### src/pkg/sector_regs_pkg.sv
/*
  Package for the sector selection/status and program data register block:
  register offsets, field positions, reset values, carrier structs.
  Assumes a 16-bit register port with word offsets of our own choosing.
*/
package sector_regs_pkg;
  localparam int          ADDR_W          = 4;
  localparam int          DATA_W          = 16;
  // register offsets
  localparam logic [3:0]  OFS_SEL_LOW     = 4'h0;
  localparam logic [3:0]  OFS_SEL_HIGH    = 4'h1;
  localparam logic [3:0]  OFS_DATA0_LOW   = 4'h2;
  localparam logic [3:0]  OFS_DATA0_HIGH  = 4'h3;
  localparam logic [3:0]  OFS_DATA1_LOW   = 4'h4;
  localparam logic [3:0]  OFS_IRQ_STATUS  = 4'h5;
  localparam logic [3:0]  OFS_IRQ_CLEAR   = 4'h6;
  localparam logic [3:0]  OFS_IRQ_ENABLE  = 4'h7;
  // field positions
  localparam int          LOW_SECT_W      = 10;
  localparam int          LOW_MIRROR_LSB  = 10;
  localparam int          HIGH_BANK_POS   = 8;
  localparam int          HIGH_DUP_POS    = 9;
  localparam int          SECTORS         = 12;
  // interrupt status bits
  localparam int          IRQ_W           = 3;
  localparam int          IRQ_DONE_OK     = 0;
  localparam int          IRQ_ERASE_ERR   = 1;
  localparam int          IRQ_SUSPEND     = 2;
  // reset values
  localparam logic [15:0] RST_REG         = 16'h0000;
  localparam logic [11:0] RST_SECT        = 12'h000;
  localparam logic [2:0]  RST_IRQ         = 3'h0;

  // register port request
  typedef struct packed {
    logic [ADDR_W-1:0] addr;
    logic [DATA_W-1:0] wdata;
    logic              wr;
    logic              rd;
  } reg_req_t;

  // controller progress reported into this block
  typedef struct packed {
    logic              erase_run;      // an erase is running
    logic              suspend;        // erase suspended
    logic              op_done;        // one-cycle: write operation ended
    logic              op_is_erase;    // ended operation was an erase
    logic              err;            // error detected in ended operation
    logic [SECTORS-1:0] sect_fail;     // per-sector failure/suspend marks
  } ctl_status_t;

  // data handed to the programming sequencer
  typedef struct packed {
    logic [31:0]       word0;
    logic [15:0]       word1_low;
    logic [SECTORS-1:0] sect_sel;
  } prog_data_t;
endpackage : sector_regs_pkg

### src/design/sector_status_regs.sv
/*
  Sector selection/status registers, program data registers and event
  interrupt for an on-chip flash write controller.
  Assumes the controller sequencer (start bits, address registers, error
  register, busy flags) sits outside and reports through CTL_* ports.
  Register port: word offsets from the package, a write takes effect at the
  strobe edge, read data stands only in the cycle after the read strobe and
  reads zero otherwise; the port never stalls the master.
  The sequencer holds CTL_ERASE_RUN and CTL_SUSPEND as levels and pulses
  CTL_OP_DONE for one cycle with CTL_OP_ERASE and CTL_ERR beside it.
  Interrupt: sticky status, write-one clear, enable of the same layout,
  one level output.
*/
// Contract
// - erase sets low bits as sector status
// - clean write end clears low status bits
// - low bits 11:10 mirror high bits 1:0
// - erase sets high bits 1:0 as status
// - erase updates bank status bit 8
// - clean erase end clears bank status
// - bit 9 always duplicates bank status
// - erase flag set: bits mean error
// - suspend only: bits mean suspended
// - program uses address and data registers
`timescale 1ns/10ps
`default_nettype none
module sector_status_regs
  import sector_regs_pkg::*;
(
  input  wire logic              REF_CLK,      // 250 MHz clock
  input  wire logic              SYS_RST,      // synchronous reset, high
  input  wire logic [ADDR_W-1:0] REG_ADDR,     // register address
  input  wire logic [DATA_W-1:0] REG_WDATA,    // write data
  input  wire logic              REG_WR,       // write strobe
  input  wire logic              REG_RD,       // read strobe
  output logic      [DATA_W-1:0] REG_RDATA,    // read data, cycle after strobe
  input  wire logic              CTL_ERASE_RUN,// erase in progress
  input  wire logic              CTL_SUSPEND,  // erase suspended
  input  wire logic              CTL_OP_DONE,  // write ended, one cycle
  input  wire logic              CTL_OP_ERASE, // ended op was an erase
  input  wire logic              CTL_ERR,      // error detected
  input  wire logic [SECTORS-1:0] CTL_SECT_FAIL,// per-sector marks
  output logic      [31:0]       PROG_WORD0,   // first program word
  output logic      [15:0]       PROG_WORD1_LOW,// second word, low half
  output logic      [SECTORS-1:0] ERASE_SEL,   // sectors selected for erase
  output logic                   IRQ           // level interrupt
);

  reg_req_t          req;
  ctl_status_t       ctl;
  prog_data_t        prog;
  logic [SECTORS-1:0] sel;          // software selection
  logic [SECTORS-1:0] sect_stat;    // hardware sector status
  logic               bank_stat;    // hardware bank status
  logic [15:0]        data0_low;
  logic [15:0]        data0_high;
  logic [15:0]        data1_low;
  logic [IRQ_W-1:0]   irq_status;
  logic [IRQ_W-1:0]   irq_enable;
  logic [IRQ_W-1:0]   irq_event;
  logic [15:0]        next_rdata;
  logic [15:0]        low_view;
  logic [15:0]        high_view;
  logic               suspend_q;

  assign req = '{addr: REG_ADDR, wdata: REG_WDATA, wr: REG_WR, rd: REG_RD};
  assign ctl = '{erase_run: CTL_ERASE_RUN, suspend: CTL_SUSPEND, op_done: CTL_OP_DONE,
                 op_is_erase: CTL_OP_ERASE, err: CTL_ERR, sect_fail: CTL_SECT_FAIL};

  // software selection; low 11:10 and high 1:0 are the same two flops
  // a selection write beats the clean-end clear in the same cycle, so a
  // selection made right at the end of one operation is not lost
  always_ff @(posedge REF_CLK) begin
    if (SYS_RST) begin
      sel <= RST_SECT;
    end else if (req.wr && req.addr == OFS_SEL_LOW) begin
      sel[LOW_SECT_W-1:0] <= req.wdata[LOW_SECT_W-1:0];
      sel[SECTORS-1:LOW_SECT_W] <= req.wdata[LOW_MIRROR_LSB+1:LOW_MIRROR_LSB];
    end else if (req.wr && req.addr == OFS_SEL_HIGH) begin
      sel[SECTORS-1:LOW_SECT_W] <= req.wdata[1:0];
    end else if (ctl.op_done && !ctl.err) begin
      sel <= RST_SECT;
    end
  end

  // selection writes land whole; an error end leaves the selection alone
  sel_write_low_a: assert property (@(posedge REF_CLK) disable iff (SYS_RST)
    (req.wr && req.addr == OFS_SEL_LOW) |=> sel == $past(req.wdata[SECTORS-1:0]))
    else $error("low selection write not taken");
  sel_write_high_a: assert property (@(posedge REF_CLK) disable iff (SYS_RST)
    (req.wr && req.addr == OFS_SEL_HIGH) |=> (sel[SECTORS-1:LOW_SECT_W] == $past(req.wdata[1:0])
      && sel[LOW_SECT_W-1:0] == $past(sel[LOW_SECT_W-1:0])))
    else $error("high selection write not taken");
  sel_err_keep_a: assert property (@(posedge REF_CLK) disable iff (SYS_RST)
    (ctl.op_done && ctl.err && !req.wr) |=> $stable(sel))
    else $error("selection changed after failed write end");

  // hardware sector status: meaning follows erase/suspend indications
  // only selected sectors are captured, so a stray mark from the sequencer on
  // an unselected sector never shows up as an error in the views
  always_ff @(posedge REF_CLK) begin
    if (SYS_RST) begin
      sect_stat <= RST_SECT;
    end else if (ctl.op_done && !ctl.err) begin
      sect_stat <= RST_SECT;
    end else if (ctl.erase_run || ctl.suspend) begin
      sect_stat <= ctl.sect_fail & sel;
    end
  end

  // status follows the marks while erasing or suspended, and otherwise stands until a clean end clears it
  suspend_track_a: assert property (@(posedge REF_CLK) disable iff (SYS_RST)
    (ctl.suspend && !ctl.op_done) |=> (sect_stat == ($past(ctl.sect_fail) & $past(sel))))
    else $error("sector status not tracking suspend");
  high_status_a: assert property (@(posedge REF_CLK) disable iff (SYS_RST)
    (ctl.erase_run && !ctl.op_done) |=> (sect_stat[SECTORS-1:LOW_SECT_W] ==
      ($past(ctl.sect_fail[SECTORS-1:LOW_SECT_W]) & $past(sel[SECTORS-1:LOW_SECT_W]))))
    else $error("last two sector status not tracking erase");
  status_idle_a: assert property (@(posedge REF_CLK) disable iff (SYS_RST)
    (!ctl.erase_run && !ctl.suspend && !ctl.op_done) |=> ($stable(sect_stat) && $stable(bank_stat)))
    else $error("status moved with no erase activity");

  // bank status is any selected sector mark while erasing; cleared on clean erase end
  // a suspended erase keeps updating the bank bit so software sees the pause
  // even when the sequencer has already dropped its run level
  always_ff @(posedge REF_CLK) begin
    if (SYS_RST) begin
      bank_stat <= 1'b0;
    end else if (ctl.op_done && ctl.op_is_erase && !ctl.err) begin
      bank_stat <= 1'b0;
    end else if (ctl.erase_run || ctl.suspend) begin
      bank_stat <= |(ctl.sect_fail & sel);
    end
  end

  // a program end leaves the bank bit; an erase error or suspend with a selected sector marked sets it
  bank_prog_keep_a: assert property (@(posedge REF_CLK) disable iff (SYS_RST)
    (ctl.op_done && !ctl.op_is_erase && !ctl.erase_run && !ctl.suspend) |=> $stable(bank_stat))
    else $error("bank status changed at program end");
  bank_error_a: assert property (@(posedge REF_CLK) disable iff (SYS_RST)
    (ctl.op_done && ctl.op_is_erase && ctl.err && ctl.erase_run && |(ctl.sect_fail & sel)) |=> bank_stat)
    else $error("bank status lost on erase error");
  bank_suspend_a: assert property (@(posedge REF_CLK) disable iff (SYS_RST)
    (ctl.suspend && !ctl.op_done && |(ctl.sect_fail & sel)) |=> bank_stat)
    else $error("bank status not set on suspend");

  // program data holding registers
  // no pairing logic: each half lands on its own write, in any order
  always_ff @(posedge REF_CLK) begin
    if (SYS_RST) begin
      data0_low  <= RST_REG;
      data0_high <= RST_REG;
      data1_low  <= RST_REG;
    end else if (req.wr) begin
      if (req.addr == OFS_DATA0_LOW)  data0_low  <= req.wdata;
      if (req.addr == OFS_DATA0_HIGH) data0_high <= req.wdata;
      if (req.addr == OFS_DATA1_LOW)  data1_low  <= req.wdata;
    end
  end

  // data handed to the sequencer comes straight from the holding flops
  assign prog = '{word0: {data0_high, data0_low}, word1_low: data1_low, sect_sel: sel};
  assign PROG_WORD0     = prog.word0;
  assign PROG_WORD1_LOW = prog.word1_low;
  assign ERASE_SEL      = prog.sect_sel;

  // data halves land on their own write and otherwise hold
  data0_low_a: assert property (@(posedge REF_CLK) disable iff (SYS_RST)
    (req.wr && req.addr == OFS_DATA0_LOW) |=> PROG_WORD0[15:0] == $past(req.wdata))
    else $error("data 0 low not loaded");
  data_hold_a: assert property (@(posedge REF_CLK) disable iff (SYS_RST)
    !req.wr |=> ($stable(PROG_WORD0) && $stable(PROG_WORD1_LOW)))
    else $error("program data moved with no write");

  // register views; reserved bits read zero
  // status ORs onto the selection, so a read cannot tell a selected sector
  // from a marked one; software clears its selection to see pure status
  always_comb begin
    low_view  = '0;
    high_view = '0;
    low_view[SECTORS-1:0]  = sel | sect_stat;
    high_view[1:0]         = sel[SECTORS-1:LOW_SECT_W] | sect_stat[SECTORS-1:LOW_SECT_W];
    high_view[HIGH_BANK_POS] = bank_stat;
    high_view[HIGH_DUP_POS]  = bank_stat;
  end

  // read mux; unmapped and write-only offsets read zero
  always_comb begin
    case (req.addr)
      OFS_SEL_LOW:    next_rdata = low_view;
      OFS_SEL_HIGH:   next_rdata = high_view;
      OFS_DATA0_LOW:  next_rdata = data0_low;
      OFS_DATA0_HIGH: next_rdata = data0_high;
      OFS_DATA1_LOW:  next_rdata = data1_low;
      OFS_IRQ_STATUS: next_rdata = {13'h0000, irq_status};
      OFS_IRQ_ENABLE: next_rdata = {13'h0000, irq_enable};
      default:        next_rdata = RST_REG;
    endcase
  end

  // read data stands only in the cycle after the strobe
  always_ff @(posedge REF_CLK) begin
    if (SYS_RST) begin
      REG_RDATA <= RST_REG;
    end else if (req.rd) begin
      REG_RDATA <= next_rdata;
    end else begin
      REG_RDATA <= RST_REG;
    end
  end

  // read data stands one cycle only; reserved and write-only bits read zero
  rdata_idle_a: assert property (@(posedge REF_CLK) disable iff (SYS_RST)
    !req.rd |=> REG_RDATA == RST_REG)
    else $error("read data stood past its cycle");
  rdata_bank_a: assert property (@(posedge REF_CLK) disable iff (SYS_RST)
    (req.rd && req.addr == OFS_SEL_HIGH) |=> REG_RDATA[HIGH_BANK_POS] == $past(bank_stat))
    else $error("bank status read wrong");
  rdata_dup_a: assert property (@(posedge REF_CLK) disable iff (SYS_RST)
    (req.rd && req.addr == OFS_SEL_HIGH) |=> REG_RDATA[HIGH_DUP_POS] == REG_RDATA[HIGH_BANK_POS])
    else $error("duplicate bank bit read differs");
  low_resv_a: assert property (@(posedge REF_CLK) disable iff (SYS_RST)
    (req.rd && req.addr == OFS_SEL_LOW) |=> REG_RDATA[15:SECTORS] == 4'h0)
    else $error("low register reserved bits not zero");
  high_resv_a: assert property (@(posedge REF_CLK) disable iff (SYS_RST)
    (req.rd && req.addr == OFS_SEL_HIGH) |=> (REG_RDATA[15:HIGH_DUP_POS+1] == 6'h00
      && REG_RDATA[HIGH_BANK_POS-1:2] == 6'h00))
    else $error("high register reserved bits not zero");
  wo_read_a: assert property (@(posedge REF_CLK) disable iff (SYS_RST)
    (req.rd && req.addr == OFS_IRQ_CLEAR) |=> REG_RDATA == RST_REG)
    else $error("clear register did not read zero");
  rdata_data1_a: assert property (@(posedge REF_CLK) disable iff (SYS_RST)
    (req.rd && req.addr == OFS_DATA1_LOW) |=> REG_RDATA == $past(PROG_WORD1_LOW))
    else $error("data 1 low read wrong");

  // suspend level one cycle back, for the rising-edge interrupt event
  always_ff @(posedge REF_CLK) begin
    if (SYS_RST) begin
      suspend_q   <= 1'b0;
    end else begin
      suspend_q   <= ctl.suspend;
    end
  end

  // event pulses; a suspend counts once on its rising edge, not while it lasts
  always_comb begin
    irq_event = '0;
    irq_event[IRQ_DONE_OK]   = ctl.op_done && !ctl.err;
    irq_event[IRQ_ERASE_ERR] = ctl.op_done && ctl.op_is_erase && ctl.err;
    irq_event[IRQ_SUSPEND]   = ctl.suspend && !suspend_q;
  end

  // sticky status: a new event wins over a clear in the same cycle
  always_ff @(posedge REF_CLK) begin
    if (SYS_RST) begin
      irq_status <= RST_IRQ;
    end else if (req.wr && req.addr == OFS_IRQ_CLEAR) begin
      irq_status <= (irq_status & ~req.wdata[IRQ_W-1:0]) | irq_event;
    end else begin
      irq_status <= irq_status | irq_event;
    end
  end

  // each event sets its sticky bit; only a clear write drops one
  // set wins over clear, so an event in the clear cycle is never lost
  irq_clean_a: assert property (@(posedge REF_CLK) disable iff (SYS_RST)
    (ctl.op_done && !ctl.err) |=> irq_status[IRQ_DONE_OK])
    else $error("clean end event lost");
  irq_erase_err_a: assert property (@(posedge REF_CLK) disable iff (SYS_RST)
    (ctl.op_done && ctl.op_is_erase && ctl.err) |=> irq_status[IRQ_ERASE_ERR])
    else $error("erase error event lost");
  irq_suspend_a: assert property (@(posedge REF_CLK) disable iff (SYS_RST)
    $rose(ctl.suspend) |=> irq_status[IRQ_SUSPEND])
    else $error("suspend event lost");
  irq_sticky_a: assert property (@(posedge REF_CLK) disable iff (SYS_RST)
    !(req.wr && req.addr == OFS_IRQ_CLEAR) |=> ((irq_status & $past(irq_status)) == $past(irq_status)))
    else $error("status bit dropped with no clear");
  irq_clear_a: assert property (@(posedge REF_CLK) disable iff (SYS_RST)
    (req.wr && req.addr == OFS_IRQ_CLEAR && !ctl.op_done && !ctl.suspend)
      |=> ((irq_status & $past(req.wdata[IRQ_W-1:0])) == 3'h0))
    else $error("status bit not cleared");

  // enable is plain read/write; enabling a bit already set raises the line at once
  always_ff @(posedge REF_CLK) begin
    if (SYS_RST) begin
      irq_enable <= RST_IRQ;
    end else if (req.wr && req.addr == OFS_IRQ_ENABLE) begin
      irq_enable <= req.wdata[IRQ_W-1:0];
    end
  end

  // level output from flops through one AND-OR (status masked by enable), no decode that could glitch
  assign IRQ = |(irq_status & irq_enable);

  // enable writes land whole; a zero enable drops the line next cycle
  // whatever status is pending
  enable_write_a: assert property (@(posedge REF_CLK) disable iff (SYS_RST)
    (req.wr && req.addr == OFS_IRQ_ENABLE) |=> irq_enable == $past(req.wdata[IRQ_W-1:0]))
    else $error("interrupt enable write not taken");
  irq_off_a: assert property (@(posedge REF_CLK) disable iff (SYS_RST)
    (req.wr && req.addr == OFS_IRQ_ENABLE && req.wdata[IRQ_W-1:0] == 3'h0) |=> !IRQ)
    else $error("interrupt high with all enables off");

  // checks
  sel_clear_a: assert property (@(posedge REF_CLK) disable iff (SYS_RST)
    (ctl.op_done && !ctl.err && !req.wr) |=> (sel == '0 && sect_stat == '0))
    else $error("selection/status not cleared after clean write end");
  bank_clear_a: assert property (@(posedge REF_CLK) disable iff (SYS_RST)
    (ctl.op_done && ctl.op_is_erase && !ctl.err) |=> !bank_stat)
    else $error("bank status not cleared after clean erase end");
  bank_dup_a: assert property (@(posedge REF_CLK) disable iff (SYS_RST)
    high_view[HIGH_DUP_POS] == high_view[HIGH_BANK_POS])
    else $error("duplicate bank bit differs");
  mirror_bits_a: assert property (@(posedge REF_CLK) disable iff (SYS_RST)
    low_view[11:10] == high_view[1:0])
    else $error("low 11:10 does not mirror high 1:0");
  sect_status_a: assert property (@(posedge REF_CLK) disable iff (SYS_RST)
    (ctl.erase_run && !ctl.op_done) |=> (sect_stat == ($past(ctl.sect_fail) & $past(sel))))
    else $error("sector status not tracking erase");
  bank_status_a: assert property (@(posedge REF_CLK) disable iff (SYS_RST)
    (ctl.erase_run && !ctl.op_done && |(ctl.sect_fail & sel)) |=> bank_stat)
    else $error("bank status not set on sector mark");
  data_load_a: assert property (@(posedge REF_CLK) disable iff (SYS_RST)
    (req.wr && req.addr == OFS_DATA0_HIGH) |=> PROG_WORD0[31:16] == $past(req.wdata))
    else $error("data 0 high not loaded");
  data1_load_a: assert property (@(posedge REF_CLK) disable iff (SYS_RST)
    (req.wr && req.addr == OFS_DATA1_LOW) |=> PROG_WORD1_LOW == $past(req.wdata))
    else $error("data 1 low not loaded");
  read_view_a: assert property (@(posedge REF_CLK) disable iff (SYS_RST)
    (req.rd && req.addr == OFS_SEL_LOW) |=> REG_RDATA == $past(low_view))
    else $error("low register read wrong");
  irq_level_a: assert property (@(posedge REF_CLK) disable iff (SYS_RST)
    IRQ == |(irq_status & irq_enable))
    else $error("interrupt level mismatch");

endmodule : sector_status_regs
`default_nettype wire

### config.mk
export PLATFORM = sky130hd
export DESIGN_NAME = sector_status_regs
export DESIGN_NICKNAME = d
export VERILOG_FILES = /design/src/pkg/sector_regs_pkg.sv /design/src/design/sector_status_regs.sv
export SDC_FILE = /design/constraint.sdc
export NUM_CORES = 1
export LEC_CHECK = 0
export BUFFER_PORTS_ARGS = -buffer_cell sky130_fd_sc_hd__buf_2
export CORE_ASPECT_RATIO = 0.8
export CORE_UTILIZATION = 43
export DETAILED_ROUTE_END_ITERATION = 12
export PLACE_DENSITY = 0.72
export SLEW_MARGIN = 10
export SYNTH_ARGS = -nofsm -noshare
export SYNTH_HDL_FRONTEND = slang
export SYNTH_SLANG_ARGS = --single-unit
export TNS_END_PERCENT = 10
### constraint.sdc
create_clock -name REF_CLK -period 2 [get_ports REF_CLK]
set_clock_uncertainty 0.05 [all_clocks]
set_input_delay 0 -clock REF_CLK [delete_from_list [all_inputs] [get_ports REF_CLK]]
set_output_delay 0 -clock REF_CLK [all_outputs]
set_load 0.02 [all_outputs]
* Word-level counts from Yosys, hierarchy flattened
Cells that the tools add are included. Widths: inputs -> output; s select.
Storage, ports and cells: logic and storage cells 58, bits in registers 96, input port bits 41
Operators by class: eq/ne operators 8, mux-type cells 6, reductions and logical operators 24, bitwise logic cells 9
Operators with widths (number):
- $pmux 16 s7 | 1
- $mux 12 | 2
- $eq 4x3->1 const B | 4
- $and 12x12->12 | 1
- $or 12x12->12 | 1
- $reduce_or 12->1 | 1
- $mux 10 | 1
- $logic_and 1x1->1 | 9
- $eq 4x2->1 const B | 2
- $reduce_and 2->1 | 4
- $and 3x3->3 | 2
- $or 3x3->3 | 2
- $reduce_or 2->1 | 3
- $eq 4x1->1 const B | 1
- $logic_not 4->1 | 1
- $mux 3 | 1
- $not 3->3 | 1
- $reduce_bool 3->1 | 1
- $reduce_or 3->1 | 1
- $logic_not 1->1 | 2
- $mux 2 | 1
- $ne 2x2->1 const B | 1
- $or 2x2->2 | 1
- $reduce_bool 2->1 | 1
- 2 further kinds | 2

* Depth between registers and ports, before layout
word-level depth 5, depth in mapped cells 8, gate-level depth less buffers 4

* Worst setup path before layout
Ideal clock, no wire load.
path type register to register, start point reg sel[0], in the netlist ERASE_SEL[0], end point reg bank_stat, arrival 1107 ps, period minus slack after synthesis 1289 ps, setup time 131 ps, stages on the path, launching flop included 5, setup slack 711 ps, data required time 1819 ps, path through dfxtp_1 -> a222oi_1 -> nand4_1 -> nor4b_1 -> nor3_1
Between the ends: word-level cells in the longest chain between the ends 2
Ends and longest elaborated chain:
- from (decl) | line sector_status_regs.sv:52 | logic [SECTORS-1:0] sel;
- from (signal, indexed assignment) | line sector_status_regs.sv:77 | sel[LOW_SECT_W-1:0] <= req.wdata[LOW_SECT_W-1:0];
- from (signal, indexed assignment) | line sector_status_regs.sv:78 | sel[SECTORS-1:LOW_SECT_W] <= req.wdata[LOW_MIRROR_LSB+1:LOW_MIRROR_LSB];
- from (signal, indexed assignment) | line sector_status_regs.sv:80 | sel[SECTORS-1:LOW_SECT_W] <= req.wdata[1:0];
- $and 12x12->12 | line sector_status_regs.sv:132 | bank_stat <= |(ctl.sect_fail & sel);
- $reduce_or 12->1 | line sector_status_regs.sv:132
- to (signal assigned) | line sector_status_regs.sv:132
- to (decl) | line sector_status_regs.sv:54 | logic bank_stat;
Every way passes these cells. A chain may end at the register's enable or synchronous reset.

* Worst setup path in the final report
start point in CTL_SECT_FAIL[0], end point reg bank_stat
Between the ends: word-level cells in the longest chain between the ends 2
Ends and longest elaborated chain:
- from (decl) | line sector_status_regs.sv:42 | input wire logic [SECTORS-1:0] CTL_SECT_FAIL,
- $and 12x12->12 | line sector_status_regs.sv:132
- $reduce_or 12->1 | line sector_status_regs.sv:132
Every way passes these cells.

==> out/metrics.cfg <==
[placement]
buffer_ports.inserted = 117
dpl.hpwl_um = 8630
routability_driven_placement_congestion_ratio = 0.810

[timing]
timing.final.crit_share_pct = 75.9
time_the_final_worst_path_needs_with_i_o_delays_and_setup_ps = 1520
timing_max_transition_violations_final = 0
totalNegativeSetupSlack_ps = 0
timing.max_slew.rel_slack_pct = 56.8
holdWs_ps = -3.98
maximum_frequency_from_static_timing_analysis_mhz = 659
rsz0062_at_grt = no
report.final.setup_viol = 0
worst-slew-pin-transition_ps = 647
report.final.hold_viol_count = 1

[logic_synthesis]
synth_area_leaders = sky130_fd_sc_hd__dfxtp_1, sky130_fd_sc_hd__nand2_1, sky130_fd_sc_hd__a21oi_1
count_of_mapped_cells_out_of_synthesis = 473
ys_warn_count = 0
synth_nets = 514
synthesis.area_um2 = 4010
ffs_latches_synth = 96
synth_cell_type_count = 41
synth_commonest_cells = sky130_fd_sc_hd__nand2_1, sky130_fd_sc_hd__dfxtp_1, sky130_fd_sc_hd__a21oi_1
synth-async-reset-ratio_pct = 0
synth_area_leader_cell = sky130_fd_sc_hd__dfxtp_1
ys_flop_type = sky130_fd_sc_hd__dfxtp_1
yosysTopAreaCellShare_pct = 47.9
post-synth-top-count-cell = sky130_fd_sc_hd__nand2_1
synth-edff-count = 0
synth_sequential_area_ratio_pct = 47.9
post_synth.cell_area_avg_um2 = 8.49

[layout]
seq_area_um2 = 1920
area_of_combinational_cells_with_multiple_inputs_um2 = 1860
insertedDiodeCount = 0
nFillCells = 822
finish.net_count = 653
drive_gt1_share_pct = 28.8
synthToLayoutAreaGrowth_pct = 30.6

[global_routing]
track_usage_pct = 26.2
grt_max_degree = 36
global_route_overflow = 0
grt_pass1_wl_um = 19000
grt_antenna_before_repair = 0
vias_in_the_first_global_route = 3710

[floorplanning]
rows = 31
horizontal_die_dimension_um = 110
effective_utilization_at_floorplan_pct = 44.2
top_level_ports = 118
chip_height_um = 88.4
fp.dieArea_um2 = 9730
core_um2 = 9080

[clock_network]
clkSinkCount = 96
worst_skew_pair.late_latency_ps = 340
clockBufferDepth = 2
cts_buffers = 9
cts.clk_slew.worst_paths_ps = 70
h_tree_lvls = 3
post_cts_resize_count = 0
tritoncts = built
cts_root_buffer = sky130_fd_sc_hd__clkbuf_16

[run_status]
failed_checks = hold timing
outcome = finished, violations left

[min_path]
hold_path_class = in2reg
worstHoldPathCells = 5

[pwr]
power_leakage_nw = 2.15
p_per_area_nw_per_um2 = 764
vdd.ir_drop.worst_mv = 0.481

[critical_path]
worst_ep_required_time_ps = 2160
arrival_ps = 1680
reg2reg_setup_slack_ps = 510
critical_path.startpoint_type = input port
setup.worst_path.class = in2reg
r2r.worst_path.cells = 4
worstPathMaxFanout = 2
capturing_element_type_of_the_critical_path = flop

[drt]
detailedRoute.firstPassIterationCount = 5
avgViaCountPerCell = 5.45
post_drt_wl_per_cell_um = 16.8
count_of_vias_placed_by_the_detailed_router = 3988
wl_um = 12300
drtAntennaViolNets = 0
drc_marker_count_from_the_first_detailed_route_iteration = 395
drc_errors = 0

[run]
cap_viol_max_count = 0

critical path, stage by stage:
cell	delay (ps)
sky130_fd_sc_hd__dlygate4sd3_1	530
sky130_fd_sc_hd__buf_2	130
sky130_fd_sc_hd__a222oi_1	360
sky130_fd_sc_hd__nand4_1	140
sky130_fd_sc_hd__nor4b_1	450
sky130_fd_sc_hd__nor3_1	80
final timing paths:
| path | from | end |
|---|---|---|
| max | CTL_SECT_FAIL[0] | bank_stat$_SDFFE_PP0P_ |
| min | CTL_SECT_FAIL[6] | sect_stat[6]$_SDFFE_PP0P_ |
| max reg2reg | ERASE_SEL[0]$_SDFFE_PP0P_ | bank_stat$_SDFFE_PP0P_ |
| min reg2reg | PROG_WORD1_LOW[13]$_SDFFE_PP0P_ | PROG_WORD1_LOW[13]$_SDFFE_PP0P_ |
area by class of cell:
type                    instances  share of cell area, %
clock inverters                 6                   1.29
flip-flops and latches         96                   36.7
clock buffers                  10                   4.37
repair buffers                162                   19.2
multi-input cells             339                   35.4
inverters                       4                  0.286
well taps                     115                   2.74
metal layers:
layer,share of wire [%],GRT usage (%),up-vias
met2,44,41.4,201
met5,0,0,-
li1,-,-,1900
met1,46,35.6,1870
met3,9.0,6.92,17
met4,1.3,6.91,0
stage by stage:
step	utilization [%]	total power [W]	area, um2	std cells	setup slack [ps]
after floorplan	-	0.00216	4010	473	711
after global placement	51.3	0.00228	4660	687	446
after detailed placement	51.3	0.00228	4660	687	375
after CTS	57.8	0.00402	5240	732	472
after global routing	57.8	0.00415	5240	732	395
final	57.8	0.00401	5240	732	483
sequential cells by signal, summed over array words and instances (netlist names):
name / count
data0_low: 16
ERASE_SEL: 12
sect_stat: 12
irq_status: 3
PROG_WORD1_LOW: 16
suspend_q: 1
irq_enable: 3
REG_RDATA: 16
data0_high: 16
bank_stat: 1
where the power goes:
part | internal (W) | switching (W)
registers | 0.00193 | 0.0000204
logic | 0.000135 | 0.000198
clock network | 0.000976 | 0.000743
what timing repair did:
action,in CTS,in global routing
endpoints found under the hold margin,70,0
hold buffers,29,0
setup buffers,0,0
cells by family after synthesis:
family          count (synthesis)  share of synthesized area (%)
simple gates                  202                           22.7
compound gates                126                           20.7
flops                          96                           47.9
buf+inv                        38                           5.86
mux                            11                           2.87
placed cells by master (no fill, tap or decap), types with 6 or more instances in the layout:
cell type,synthesis,routed
sky130_fd_sc_hd__dfxtp_1,96,96
sky130_fd_sc_hd__nand2_1,134,134
sky130_fd_sc_hd__a22o_1,10,10
sky130_fd_sc_hd__nand3_1,6,6
sky130_fd_sc_hd__clkbuf_16,0,9
sky130_fd_sc_hd__buf_2,7,117
sky130_fd_sc_hd__buf_4,3,15
sky130_fd_sc_hd__a21oi_2,20,20
sky130_fd_sc_hd__dlygate4sd3_1,0,29
sky130_fd_sc_hd__o21ai_0,14,14
sky130_fd_sc_hd__a31oi_1,7,7
sky130_fd_sc_hd__a22oi_1,12,12
sky130_fd_sc_hd__mux2i_1,7,7
sky130_fd_sc_hd__nor2_1,33,33
sky130_fd_sc_hd__a21oi_1,50,50
No activity file was read; power rests on OpenSTA's default activity.
